==> src/core/stop_seq_pkg.sv <==
/*
  Constants, field layouts, register map and state encodings of the servo
  stop sequencer.
  Assumes a 20 MHz system clock and a classic Wishbone register bus.
*/
package stop_seq_pkg;

  // ****************************************************************
  // clock and timing
  // ****************************************************************
  localparam int unsigned CLK_PERIOD_NS  = 50;
  localparam int unsigned INIT_TIME_US   = 1000;   // processor start-up time
  localparam int unsigned SETTLE_TIME_US = 10000;  // servo-on to command accept
  localparam int unsigned TICK_TIME_US   = 1000;   // stop-time unit, 1 ms
  localparam int unsigned INIT_CYCLES    = (INIT_TIME_US * 1000 + CLK_PERIOD_NS - 1) / CLK_PERIOD_NS;
  localparam int unsigned SETTLE_CYCLES  = (SETTLE_TIME_US * 1000 + CLK_PERIOD_NS - 1) / CLK_PERIOD_NS;
  localparam int unsigned TICK_CYCLES    = (TICK_TIME_US * 1000) / CLK_PERIOD_NS;
  localparam int unsigned CNT_W          = 24;

  // ****************************************************************
  // register map, byte addresses
  // ****************************************************************
  localparam int unsigned ADR_W = 8;
  localparam logic [7:0] ADR_DIS_SEL   = 8'h00;
  localparam logic [7:0] ADR_FLT_SEL   = 8'h04;
  localparam logic [7:0] ADR_TORQUE    = 8'h08;
  localparam logic [7:0] ADR_MAX_TIME  = 8'h0c;
  localparam logic [7:0] ADR_THRESHOLD = 8'h10;
  localparam logic [7:0] ADR_STATUS    = 8'h14;

  // ****************************************************************
  // fields and reset values
  // ****************************************************************
  localparam int unsigned SEL_METHOD_LSB = 0;
  localparam int unsigned SEL_AFTER_LSB  = 4;
  localparam logic [15:0] SEL_MASK       = 16'h0033;
  localparam logic [15:0] DIS_SEL_RST    = 16'h0010;
  localparam logic [15:0] FLT_SEL_RST    = 16'h0012;
  localparam logic [15:0] TORQUE_RST     = 16'h0100;
  localparam logic [15:0] MAX_TIME_RST   = 16'h03e8;
  localparam logic [15:0] THRESHOLD_RST  = 16'h0032;

  // ****************************************************************
  // encodings
  // ****************************************************************
  typedef enum logic [1:0]
  {
    M_REVERSE = 2'b00,
    M_COAST   = 2'b01,
    M_DYNAMIC = 2'b10
  } stop_method_e;

  typedef enum logic [1:0]
  {
    A_FREE    = 2'b00,
    A_DYNAMIC = 2'b01,
    A_HOLD    = 2'b10
  } after_stop_e;

  typedef enum logic [2:0]
  {
    S_INIT    = 3'b000,
    S_READY   = 3'b001,
    S_RUN     = 3'b010,
    S_DECEL   = 3'b011,
    S_STOPPED = 3'b100,
    S_FAULT   = 3'b101
  } seq_state_e;

  // unused code 2'b11 of the stop-method field falls back to dynamic braking
  function automatic stop_method_e dec_method(input logic [15:0] sel);
    logic [1:0] f;
    f = sel[SEL_METHOD_LSB +: 2];
    dec_method = (f == 2'b11) ? M_DYNAMIC : stop_method_e'(f);
  endfunction

  // unused code 2'b11 of the after-stop field falls back to holding brake
  function automatic after_stop_e dec_after(input logic [15:0] sel);
    logic [1:0] f;
    f = sel[SEL_AFTER_LSB +: 2];
    dec_after = (f == 2'b11) ? A_HOLD : after_stop_e'(f);
  endfunction

endpackage

==> src/core/servo_stop_sequencer.sv <==
/*
  Servo stop sequencer: enable, stop on disable or alarm, state after the
  stop, holding brake, ready and fault outputs, Wishbone register file.
  Assumes classic Wishbone masters on sys_clk, pins asynchronous to sys_clk,
  motor_speed produced on sys_clk.
*/
// The placing of the registers and the Wishbone interface to the registers were chosen for this implementation.
`timescale 1ns/100ps
`default_nettype none
module servo_stop_sequencer
  import stop_seq_pkg::*;
#(
  parameter int unsigned INIT_CNT   = stop_seq_pkg::INIT_CYCLES,
  parameter int unsigned SETTLE_CNT = stop_seq_pkg::SETTLE_CYCLES,
  parameter int unsigned TICK_CNT   = stop_seq_pkg::TICK_CYCLES
)
(
  input  wire logic                     sys_clk,
  input  wire logic                     nrst,
  input  wire logic                     wb_cyc_i,
  input  wire logic                     wb_stb_i,
  input  wire logic                     wb_we_i,
  input  wire logic [stop_seq_pkg::ADR_W-1:0] wb_adr_i,
  input  wire logic [3:0]               wb_sel_i,
  input  wire logic [31:0]              wb_dat_i,
  output var  logic [31:0]              wb_dat_o,
  output var  logic                     wb_ack_o,
  input  wire logic                     servo_enable_input,
  input  wire logic                     fault_clear_input,
  input  wire logic                     alarm_input,
  input  wire logic                     main_power_input,
  input  wire logic [15:0]              motor_speed,
  output var  logic                     servo_on_status,
  output var  logic                     cmd_accept_output,
  output var  logic                     drive_ready_output,
  output var  logic                     fault_output,
  output var  logic                     motor_power_output,
  output var  logic                     reverse_torque_output,
  output var  logic [15:0]              torque_limit_output,
  output var  logic                     dyn_brake_output,
  output var  logic                     holding_brake_output,
  output var  logic                     brake_release_output_valid,
  output var  logic                     brake_engage_output
);

  // ****************************************************************
  // declarations
  // ****************************************************************
  logic [3:0]       pins_s;
  logic             enable_s;
  logic             clear_s;
  logic             alarm_s;
  logic             power_s;
  logic             clear_d_r;
  logic             clear_rise;
  logic             stop_done;
  logic             decel_start;

  logic [15:0]      dis_sel_r, dis_sel_nxt;
  logic [15:0]      flt_sel_r, flt_sel_nxt;
  logic [15:0]      torque_r, torque_nxt;
  logic [15:0]      max_time_r, max_time_nxt;
  logic [15:0]      thresh_r, thresh_nxt;
  logic [31:0]      rdata_nxt;
  logic             ack_nxt;

  seq_state_e       state_r, state_nxt;
  stop_method_e     method_r, method_nxt;
  after_stop_e      after_r, after_nxt;
  logic [15:0]      trq_lat_r, trq_lat_nxt;
  logic             fstop_r, fstop_nxt;
  logic             fault_r, fault_nxt;
  logic [CNT_W-1:0] init_r, init_nxt;
  logic [CNT_W-1:0] settle_r, settle_nxt;

  logic             on_nxt, acc_nxt, rdy_nxt, pwr_nxt, rev_nxt, dyn_nxt, rel_nxt;
  logic [15:0]      tlim_nxt;

  // ****************************************************************
  // pin synchronisers and deceleration timer
  // ****************************************************************
  sync2 #(.W(4)) u_sync
  (
    .sys_clk  (sys_clk),
    .nrst     (nrst),
    .async_in ({main_power_input, alarm_input, fault_clear_input, servo_enable_input}),
    .sync_out (pins_s)
  );

  assign enable_s   = pins_s[0];
  assign clear_s    = pins_s[1];
  assign alarm_s    = pins_s[2];
  assign power_s    = pins_s[3];
  assign clear_rise = clear_s && !clear_d_r;

  stop_timer #(.TICK(TICK_CNT)) u_timer
  (
    .sys_clk              (sys_clk),
    .nrst                 (nrst),
    .start                (decel_start),
    .active               (state_r == S_DECEL),
    .max_stop_time        (max_time_r),
    .motor_speed          (motor_speed),
    .stop_speed_threshold (thresh_r),
    .done                 (stop_done)
  );

  // ****************************************************************
  // wishbone slave: one wait state, unmapped reads zero
  // ****************************************************************
  always_comb
  begin
    dis_sel_nxt  = dis_sel_r;
    flt_sel_nxt  = flt_sel_r;
    torque_nxt   = torque_r;
    max_time_nxt = max_time_r;
    thresh_nxt   = thresh_r;
    rdata_nxt    = 32'h0000_0000;
    ack_nxt      = wb_cyc_i && wb_stb_i && !wb_ack_o;
    if (ack_nxt && wb_we_i)
    begin
      unique case (wb_adr_i)
        ADR_DIS_SEL:   dis_sel_nxt  = merge(dis_sel_r, wb_dat_i, wb_sel_i) & SEL_MASK;
        ADR_FLT_SEL:   flt_sel_nxt  = merge(flt_sel_r, wb_dat_i, wb_sel_i) & SEL_MASK;
        ADR_TORQUE:    torque_nxt   = merge(torque_r, wb_dat_i, wb_sel_i);
        ADR_MAX_TIME:  max_time_nxt = merge(max_time_r, wb_dat_i, wb_sel_i);
        ADR_THRESHOLD: thresh_nxt   = merge(thresh_r, wb_dat_i, wb_sel_i);
        default:       ;
      endcase
    end
    else if (ack_nxt)
    begin
      unique case (wb_adr_i)
        ADR_DIS_SEL:   rdata_nxt = {16'h0000, dis_sel_r};
        ADR_FLT_SEL:   rdata_nxt = {16'h0000, flt_sel_r};
        ADR_TORQUE:    rdata_nxt = {16'h0000, torque_r};
        ADR_MAX_TIME:  rdata_nxt = {16'h0000, max_time_r};
        ADR_THRESHOLD: rdata_nxt = {16'h0000, thresh_r};
        ADR_STATUS:    rdata_nxt = {20'h0_0000, enable_s, power_s, cmd_accept_output,
                                    motor_power_output, dyn_brake_output,
                                    brake_release_output_valid, fault_output,
                                    drive_ready_output, servo_on_status, state_r};
        default:       rdata_nxt = 32'h0000_0000;
      endcase
    end
  end

  // byte-lane merge of a 16-bit register
  function automatic logic [15:0] merge(input logic [15:0] old, input logic [31:0] d,
                                        input logic [3:0] sel);
    merge[7:0]  = sel[0] ? d[7:0]  : old[7:0];
    merge[15:8] = sel[1] ? d[15:8] : old[15:8];
  endfunction

  always_ff @(posedge sys_clk or negedge nrst)
  begin
    if (!nrst)
    begin
      dis_sel_r  <= DIS_SEL_RST;
      flt_sel_r  <= FLT_SEL_RST;
      torque_r   <= TORQUE_RST;
      max_time_r <= MAX_TIME_RST;
      thresh_r   <= THRESHOLD_RST;
      wb_dat_o   <= 32'h0000_0000;
      wb_ack_o   <= 1'b0;
    end
    else
    begin
      dis_sel_r  <= dis_sel_nxt;
      flt_sel_r  <= flt_sel_nxt;
      torque_r   <= torque_nxt;
      max_time_r <= max_time_nxt;
      thresh_r   <= thresh_nxt;
      wb_dat_o   <= rdata_nxt;
      wb_ack_o   <= ack_nxt;
    end
  end

  // ****************************************************************
  // stop sequence state machine
  // ****************************************************************
  always_comb
  begin
    state_nxt   = state_r;
    method_nxt  = method_r;
    after_nxt   = after_r;
    trq_lat_nxt = trq_lat_r;
    fstop_nxt   = fstop_r;
    fault_nxt   = fault_r;
    init_nxt    = init_r;
    settle_nxt  = '0;
    decel_start = 1'b0;
    unique case (state_r)
      S_INIT:
      begin
        if (init_r != CNT_W'(INIT_CNT - 1))
          init_nxt = init_r + CNT_W'(1);
        else if (power_s)
          state_nxt = alarm_s ? S_FAULT : S_READY;
      end
      S_READY:
      begin
        if (alarm_s)
          state_nxt = S_FAULT;
        else if (enable_s && power_s)
          state_nxt = S_RUN;
      end
      S_RUN:
      begin
        if (settle_r != CNT_W'(SETTLE_CNT - 1))
          settle_nxt = settle_r + CNT_W'(1);
        else
          settle_nxt = settle_r;
        if (alarm_s)
        begin
          state_nxt   = S_DECEL;
          decel_start = 1'b1;
          fstop_nxt   = 1'b1;
          method_nxt  = dec_method(flt_sel_r);
          after_nxt   = dec_after(flt_sel_r);
          trq_lat_nxt = torque_r;
        end
        else if (!enable_s || !power_s)
        begin
          state_nxt   = S_DECEL;
          decel_start = 1'b1;
          fstop_nxt   = 1'b0;
          method_nxt  = dec_method(dis_sel_r);
          after_nxt   = dec_after(dis_sel_r);
          trq_lat_nxt = torque_r;
        end
      end
      S_DECEL:
      begin
        if (alarm_s && !fstop_r)
        begin
          decel_start = 1'b1;
          fstop_nxt   = 1'b1;
          method_nxt  = dec_method(flt_sel_r);
          after_nxt   = dec_after(flt_sel_r);
        end
        else if (stop_done)
          state_nxt = fstop_r ? S_FAULT : S_STOPPED;
      end
      S_STOPPED:
      begin
        if (alarm_s)
          state_nxt = S_FAULT;
        else if (enable_s && power_s)
          state_nxt = S_RUN;
      end
      S_FAULT:
      begin
        if (clear_rise && !alarm_s)
          state_nxt = S_READY;
      end
      default:
        state_nxt = S_INIT;
    endcase
    // alarm set wins over a clear in the same cycle
    if (alarm_s)
      fault_nxt = 1'b1;
    else if (state_r == S_FAULT && clear_rise)
      fault_nxt = 1'b0;
  end

  always_ff @(posedge sys_clk or negedge nrst)
  begin
    if (!nrst)
    begin
      state_r   <= S_INIT;
      method_r  <= M_DYNAMIC;
      after_r   <= A_HOLD;
      trq_lat_r <= 16'h0000;
      fstop_r   <= 1'b0;
      fault_r   <= 1'b0;
      init_r    <= '0;
      settle_r  <= '0;
      clear_d_r <= 1'b0;
    end
    else
    begin
      state_r   <= state_nxt;
      method_r  <= method_nxt;
      after_r   <= after_nxt;
      trq_lat_r <= trq_lat_nxt;
      fstop_r   <= fstop_nxt;
      fault_r   <= fault_nxt;
      init_r    <= init_nxt;
      settle_r  <= settle_nxt;
      clear_d_r <= clear_s;
    end
  end

  // ****************************************************************
  // output decode from the next state, registered
  // ****************************************************************
  always_comb
  begin
    on_nxt   = (state_nxt == S_RUN);
    acc_nxt  = on_nxt && (settle_nxt == CNT_W'(SETTLE_CNT - 1));
    rdy_nxt  = power_s && !fault_nxt &&
               (state_nxt == S_READY || state_nxt == S_RUN ||
                state_nxt == S_STOPPED || state_nxt == S_DECEL);
    pwr_nxt  = on_nxt || (state_nxt == S_DECEL && method_nxt == M_REVERSE);
    rev_nxt  = (state_nxt == S_DECEL) && (method_nxt == M_REVERSE);
    tlim_nxt = rev_nxt ? trq_lat_nxt : 16'h0000;
    rel_nxt  = on_nxt || (state_nxt == S_DECEL);
    unique case (state_nxt)
      S_INIT, S_READY: dyn_nxt = 1'b1;
      S_RUN:           dyn_nxt = 1'b0;
      S_DECEL:         dyn_nxt = (method_nxt == M_DYNAMIC);
      S_STOPPED, S_FAULT:
        dyn_nxt = (after_nxt == A_DYNAMIC);
      default:         dyn_nxt = 1'b1;
    endcase
  end

  always_ff @(posedge sys_clk or negedge nrst)
  begin
    if (!nrst)
    begin
      servo_on_status            <= 1'b0;
      cmd_accept_output          <= 1'b0;
      drive_ready_output         <= 1'b0;
      fault_output               <= 1'b0;
      motor_power_output         <= 1'b0;
      reverse_torque_output      <= 1'b0;
      torque_limit_output        <= 16'h0000;
      dyn_brake_output           <= 1'b1;
      holding_brake_output       <= 1'b0;
      brake_release_output_valid <= 1'b0;
      brake_engage_output        <= 1'b1;
    end
    else
    begin
      servo_on_status            <= on_nxt;
      cmd_accept_output          <= acc_nxt;
      drive_ready_output         <= rdy_nxt;
      fault_output               <= fault_nxt;
      motor_power_output         <= pwr_nxt;
      reverse_torque_output      <= rev_nxt;
      torque_limit_output        <= tlim_nxt;
      dyn_brake_output           <= dyn_nxt;
      holding_brake_output       <= rel_nxt;  // high releases the brake
      brake_release_output_valid <= rel_nxt;
      brake_engage_output        <= !rel_nxt; // invalid only while released
    end
  end

endmodule
`default_nettype wire

==> src/core/sync2.sv <==
/*
  Two flip-flop synchroniser for a group of independent level inputs.
  Assumes each bit is a slow level from a pin; no word coherence.
*/
`timescale 1ns/100ps
`default_nettype none
module sync2
#(
  parameter int unsigned W = 1
)
(
  input  wire logic         sys_clk,
  input  wire logic         nrst,
  input  wire logic [W-1:0] async_in,
  output var  logic [W-1:0] sync_out
);

  logic [W-1:0] meta_r;

  // ****************************************************************
  // two stages, first stage read only by the second
  // ****************************************************************
  always_ff @(posedge sys_clk or negedge nrst)
  begin
    if (!nrst)
    begin
      meta_r   <= '0;
      sync_out <= '0;
    end
    else
    begin
      meta_r   <= async_in;
      sync_out <= meta_r;
    end
  end

endmodule
`default_nettype wire

==> src/core/stop_timer.sv <==
/*
  Deceleration interval timer: counts milliseconds from a start pulse and
  flags the end when the time limit passes or the speed drops below the
  threshold, whichever is first.
  Assumes motor_speed is an unsigned magnitude on the system clock.
*/
`timescale 1ns/100ps
`default_nettype none
module stop_timer
  import stop_seq_pkg::*;
#(
  parameter int unsigned TICK = stop_seq_pkg::TICK_CYCLES
)
(
  input  wire logic        sys_clk,
  input  wire logic        nrst,
  input  wire logic        start,
  input  wire logic        active,
  input  wire logic [15:0] max_stop_time,
  input  wire logic [15:0] motor_speed,
  input  wire logic [15:0] stop_speed_threshold,
  output var  logic        done
);

  logic [CNT_W-1:0] pre_r;
  logic [CNT_W-1:0] pre_nxt;
  logic [15:0]      ms_r;
  logic [15:0]      ms_nxt;

  // ****************************************************************
  // millisecond prescaler and counter, restarted by start
  // ****************************************************************
  always_comb
  begin
    pre_nxt = pre_r;
    ms_nxt  = ms_r;
    if (start)
    begin
      pre_nxt = '0;
      ms_nxt  = '0;
    end
    else if (active)
    begin
      if (pre_r == CNT_W'(TICK - 1))
      begin
        pre_nxt = '0;
        if (ms_r != 16'hffff)
          ms_nxt = ms_r + 16'h0001;
      end
      else
        pre_nxt = pre_r + CNT_W'(1);
    end
  end

  always_ff @(posedge sys_clk or negedge nrst)
  begin
    if (!nrst)
    begin
      pre_r <= '0;
      ms_r  <= '0;
    end
    else
    begin
      pre_r <= pre_nxt;
      ms_r  <= ms_nxt;
    end
  end

  // end of interval: first of time limit or low speed
  assign done = active && !start &&
                ((motor_speed < stop_speed_threshold) || (ms_r >= max_stop_time));

endmodule
`default_nettype wire

==> config.mk <==
export PLATFORM = sky130hd
export DESIGN_NAME = servo_stop_sequencer
export DESIGN_NICKNAME = d
export VERILOG_FILES = /design/src/core/stop_seq_pkg.sv /design/src/core/servo_stop_sequencer.sv /design/src/core/sync2.sv /design/src/core/stop_timer.sv
export SDC_FILE = /design/constraint.sdc
export NUM_CORES = 1
export LEC_CHECK = 0
export BUFFER_PORTS_ARGS = -buffer_cell sky130_fd_sc_hd__buf_2
export CORE_AREA = 2 2 153 155
export CTS_CLUSTER_DIAMETER = 120
export DETAILED_ROUTE_END_ITERATION = 10
export DIE_AREA = 0 0 155 157
export PLACE_DENSITY = 0.65
export SYNTH_ARGS = -nofsm -noshare
export SYNTH_HDL_FRONTEND = slang
export SYNTH_SLANG_ARGS = --single-unit
==> constraint.sdc <==
create_clock -name sys_clk -period 2.83 [get_ports sys_clk]
set_input_delay 0.4245 -clock sys_clk [delete_from_list [all_inputs] [get_ports sys_clk]]
set_output_delay 0.4245 -clock sys_clk [all_outputs]
set_load 0.1 [all_outputs]
==> impl_metrics.csv <==
group,metric,value,unit
route,dr.pass1.iters,5,
critical_path,slowest_stage,"or4_1",
synth,ys.warnings.count,0,
route,viasPerCell,5.498,
sta,clock.fmax,392.0,MHz
critical_path,r2r_end,"torque_limit_output[4]",
global_route,grt_pass1_vias,8028,
synth,ys_ff_latch,219,
clocking,cts_buffers,25,
global_route,grt_pass1_wl,42.28,mm
floorplan,start_util,49.37,%
place,port_buffers,93,
cells_and_area,fillCellCount,1972,
power_and_ir_drop,ir_worst_vdd,0.0002982,V
synth,synth_edf_count,0,
critical_path,path_buf_inv,2,
critical_path,crit_fanout,17,
synth,synth_cell_types,75,
sta,worst_pin_slew,0.6317,ns
floorplan,rows,55,
floorplan,io-pin-count,128,
global_route,grt_overflow,0,
sta,report.final.slew_viol_count,0,
sta,hold_viol_final,0,
global_route,grt_max_degree,78,
route,first_iter_violations,592,
run_status,status,"complete, no violations",
sta,setup_viol,0,
cells_and_area,n_antenna_cell,0,
floorplan,fp.dieW,155,µm
critical_path,worstPathArrival,2.98,ns
clocking,path_clk_slew,0.06,ns
synth,avgSynthCellArea,9.964,µm²
place,place_hpwl,18.66,mm
synth,ys_seq_area_share,49.52,%
cells_and_area,fin_nets,1327,
power_and_ir_drop,p_per_area,521.4,mW/mm²
clocking,cts_max_level,1,
clocking,cts_tree,"built",
place,place_inst,1478,
sta,period_share,90.15,%
critical_path,crit_chain,"inv_1 > ha_1 > and4_1 > nand2_1 > or4_1 > nand4b_1 > nor3b_2 > o21ai_4 > buf_12 > nor2b_1",
cells_and_area,drive_gt1_share,20.55,%
worst_hold_path,min_to,"u_sync.meta_r[2]",
job,drv_cap,0,
route,route.detailed.drc,0,
synth,yosysMostFrequentCell,"dfrtp_1",
critical_path,critPathMaxStageDelay,0.46,ns
synth,async_reset_ff_share,100.0,%
power_and_ir_drop,p_leak,6.061,nW
synth,syn_inst,1115,
synth,synth_flop_cell,"dfrtp_1",
synth,ys_top_cells_by_count,"dfrtp_1 (202), nand2_1 (138), nor2_1 (110), o21ai_0 (61), mux2_2 (47)",
sta,period_needed,2.551,ns
worst_hold_path,min_from,"alarm_input",
critical_path,worst_setup_path_start_kind,"flip-flop",
clocking,clockRootBuffer,"clkbuf_16",
critical_path,cp-end-kind,"flip-flop",
sta,max-slew-margin-rel,57.67,%
global_route,grt_usage,21.41,%
clocking,clkLatencyLatePin,0.51,ns
route,drt-wirelength-per-cell,16.98,µm
cells_and_area,fin_cells,1526,
cells_and_area,syn2layout_area_growth,15.23,%
global_route,antenna_found_initial,1,
worst_hold_path,hold_path_depth,1,
critical_path,r2r_setup_slack,0.28,ns
clocking,clockBufferDepth,3,
floorplan,die-area,0.02434,mm²
synth,synthTopCellsByArea,"dfrtp_1 (46%), mux2_2 (4.8%), nand2_1 (4.7%)",
route,antenna_left,0,
critical_path,r2r_cells,10,
floorplan,die_h,157,µm
sta,timing.setup.tns,0,ns
sta,rsz0062_at_grt,"false",
place,place_congestion,0.8688,
critical_path,cp_top_family,"simple AND/OR/NAND/NOR gates",
synth,synth_area,0.01111,mm²
worst_hold_path,hp-class,"primary input to flip-flop",
route,vias,8390,
critical_path,required,3.26,ns
critical_path,r2r-start,"thresh_r[15]",
floorplan,coreArea,0.02250,mm²
synth,yosysTopAreaCell,"dfrtp_1",
clocking,clkSinkCount,219,
sta,fin_skew,0.009970,ns
critical_path,critical_path_class,"flip-flop to flip-flop",
synth,synth_top_area_share,45.50,%
route,wl,25.91,mm
-- how the worst max path moves through the flow --
stage	startpoint	end	slack (ns)	cells after the start
after floorplan	max_time_r[9]	motor_power_output	0.56	10
after global placement	thresh_r[1]	motor_power_output	-0.07	8
after detailed placement	thresh_r[1]	motor_power_output	-0.16	8
after CTS	thresh_r[1]	motor_power_output	0.09	8
after global routing	max_time_r[13]	brake_engage_output	0.16	9
final	thresh_r[15]	torque_limit_output[4]	0.28	10
-- final cells by class --
cell class | instances | area [µm²] | area share, %
inverter | 46 | 172.7 | 1.349
sequential | 219 | 5502 | 42.98
timing repair buffer | 128 | 793.3 | 6.197
clock buffer | 36 | 726.9 | 5.679
multi-input combinational | 803 | 5152 | 40.25
clock inverter | 9 | 97.59 | 0.7624
tap | 285 | 356.6 | 2.786
-- cell usage in the layout, fill, tap and decap left out, drive strengths merged, types with 6 or more instances in the layout --
cell,count
nand3,41
a21oi,31
conb,16
ha,35
nand4,27
mux2i,17
o31ai,10
dfstp,17
nor2b,27
dfrtp,202
nand2b,12
inv,46
nor3,17
and2,9
and4,10
nor4b,7
o41ai,6
clkinv,6
mux2,47
nor2,112
o21ai,69
clkbuf,36
xor2,34
nor4,15
a221oi,10
buf,126
nand2,140
xnor2,27
and3,24
or3,7
-- sequential cells by signal (all words and copies together) (netlist names), 2 cells and up --
signal / cells
max_time_r: 16
u_sync.sync_out: 4
state_r: 3
torque_limit_output: 16
flt_sel_r: 4
dis_sel_r: 4
after_r: 2
u_timer.pre_r: 24
wb_dat_o: 16
method_r: 2
trq_lat_r: 16
init_r: 24
torque_r: 16
u_sync.meta_r: 4
settle_r: 24
u_timer.ms_r: 16
thresh_r: 16
-- power breakdown --
part	internal [mW]	switching (mW)
clock network	1.96	1.24
registers	3.15	0.0135
logic	0.0754	0.236
-- metrics by stage --
step                      instance area (µm²)  worst slack (ns)  power, mW  hold slack, ns  util (%)
final                                   12800            0.2789      6.674         0.02414     56.89
after global routing                    12800            0.1592      6.907         0.01193     56.89
after CTS                               12780           0.08817      6.753        0.003100     56.80
after detailed placement                11930           -0.1595      3.530          0.3466     53.01
after global placement                  11930          -0.07227      3.527          0.3316     53.01
after floorplan                         11170            0.5648      3.395          0.1289         -
-- per-layer routing --
layer	wire (µm)	share of wire, %	global-route usage (%)
met1	12440	48	31.47
met2	11800	46	34.14
met3	1246	4.8	2.946
met4	425	1.6	4.321
met5	0	0	0
-- repair_timing --
action	4_1_cts	5_1_grt
pin swaps	0	1
resized for setup	1	0
setup buffers	0	1
hold buffers	2	0
endpoints found under the hold margin	67	0
endpoints found under the setup margin	18	1
-- cell families after synthesis --
kind of cell | Yosys count | synth area share, %
AND/OR/NAND/NOR | 469 | 21.83
flip-flops | 219 | 49.52
AO/OA/AOI/OAI | 157 | 8.796
buffers and inverters | 108 | 4.674
multiplexers | 64 | 6.296
XOR/XNOR | 61 | 4.809
adder cells (fa/ha/maj) | 36 | 4.043
other | 1 | 0.03376
(Power assumes the default switching activity.)
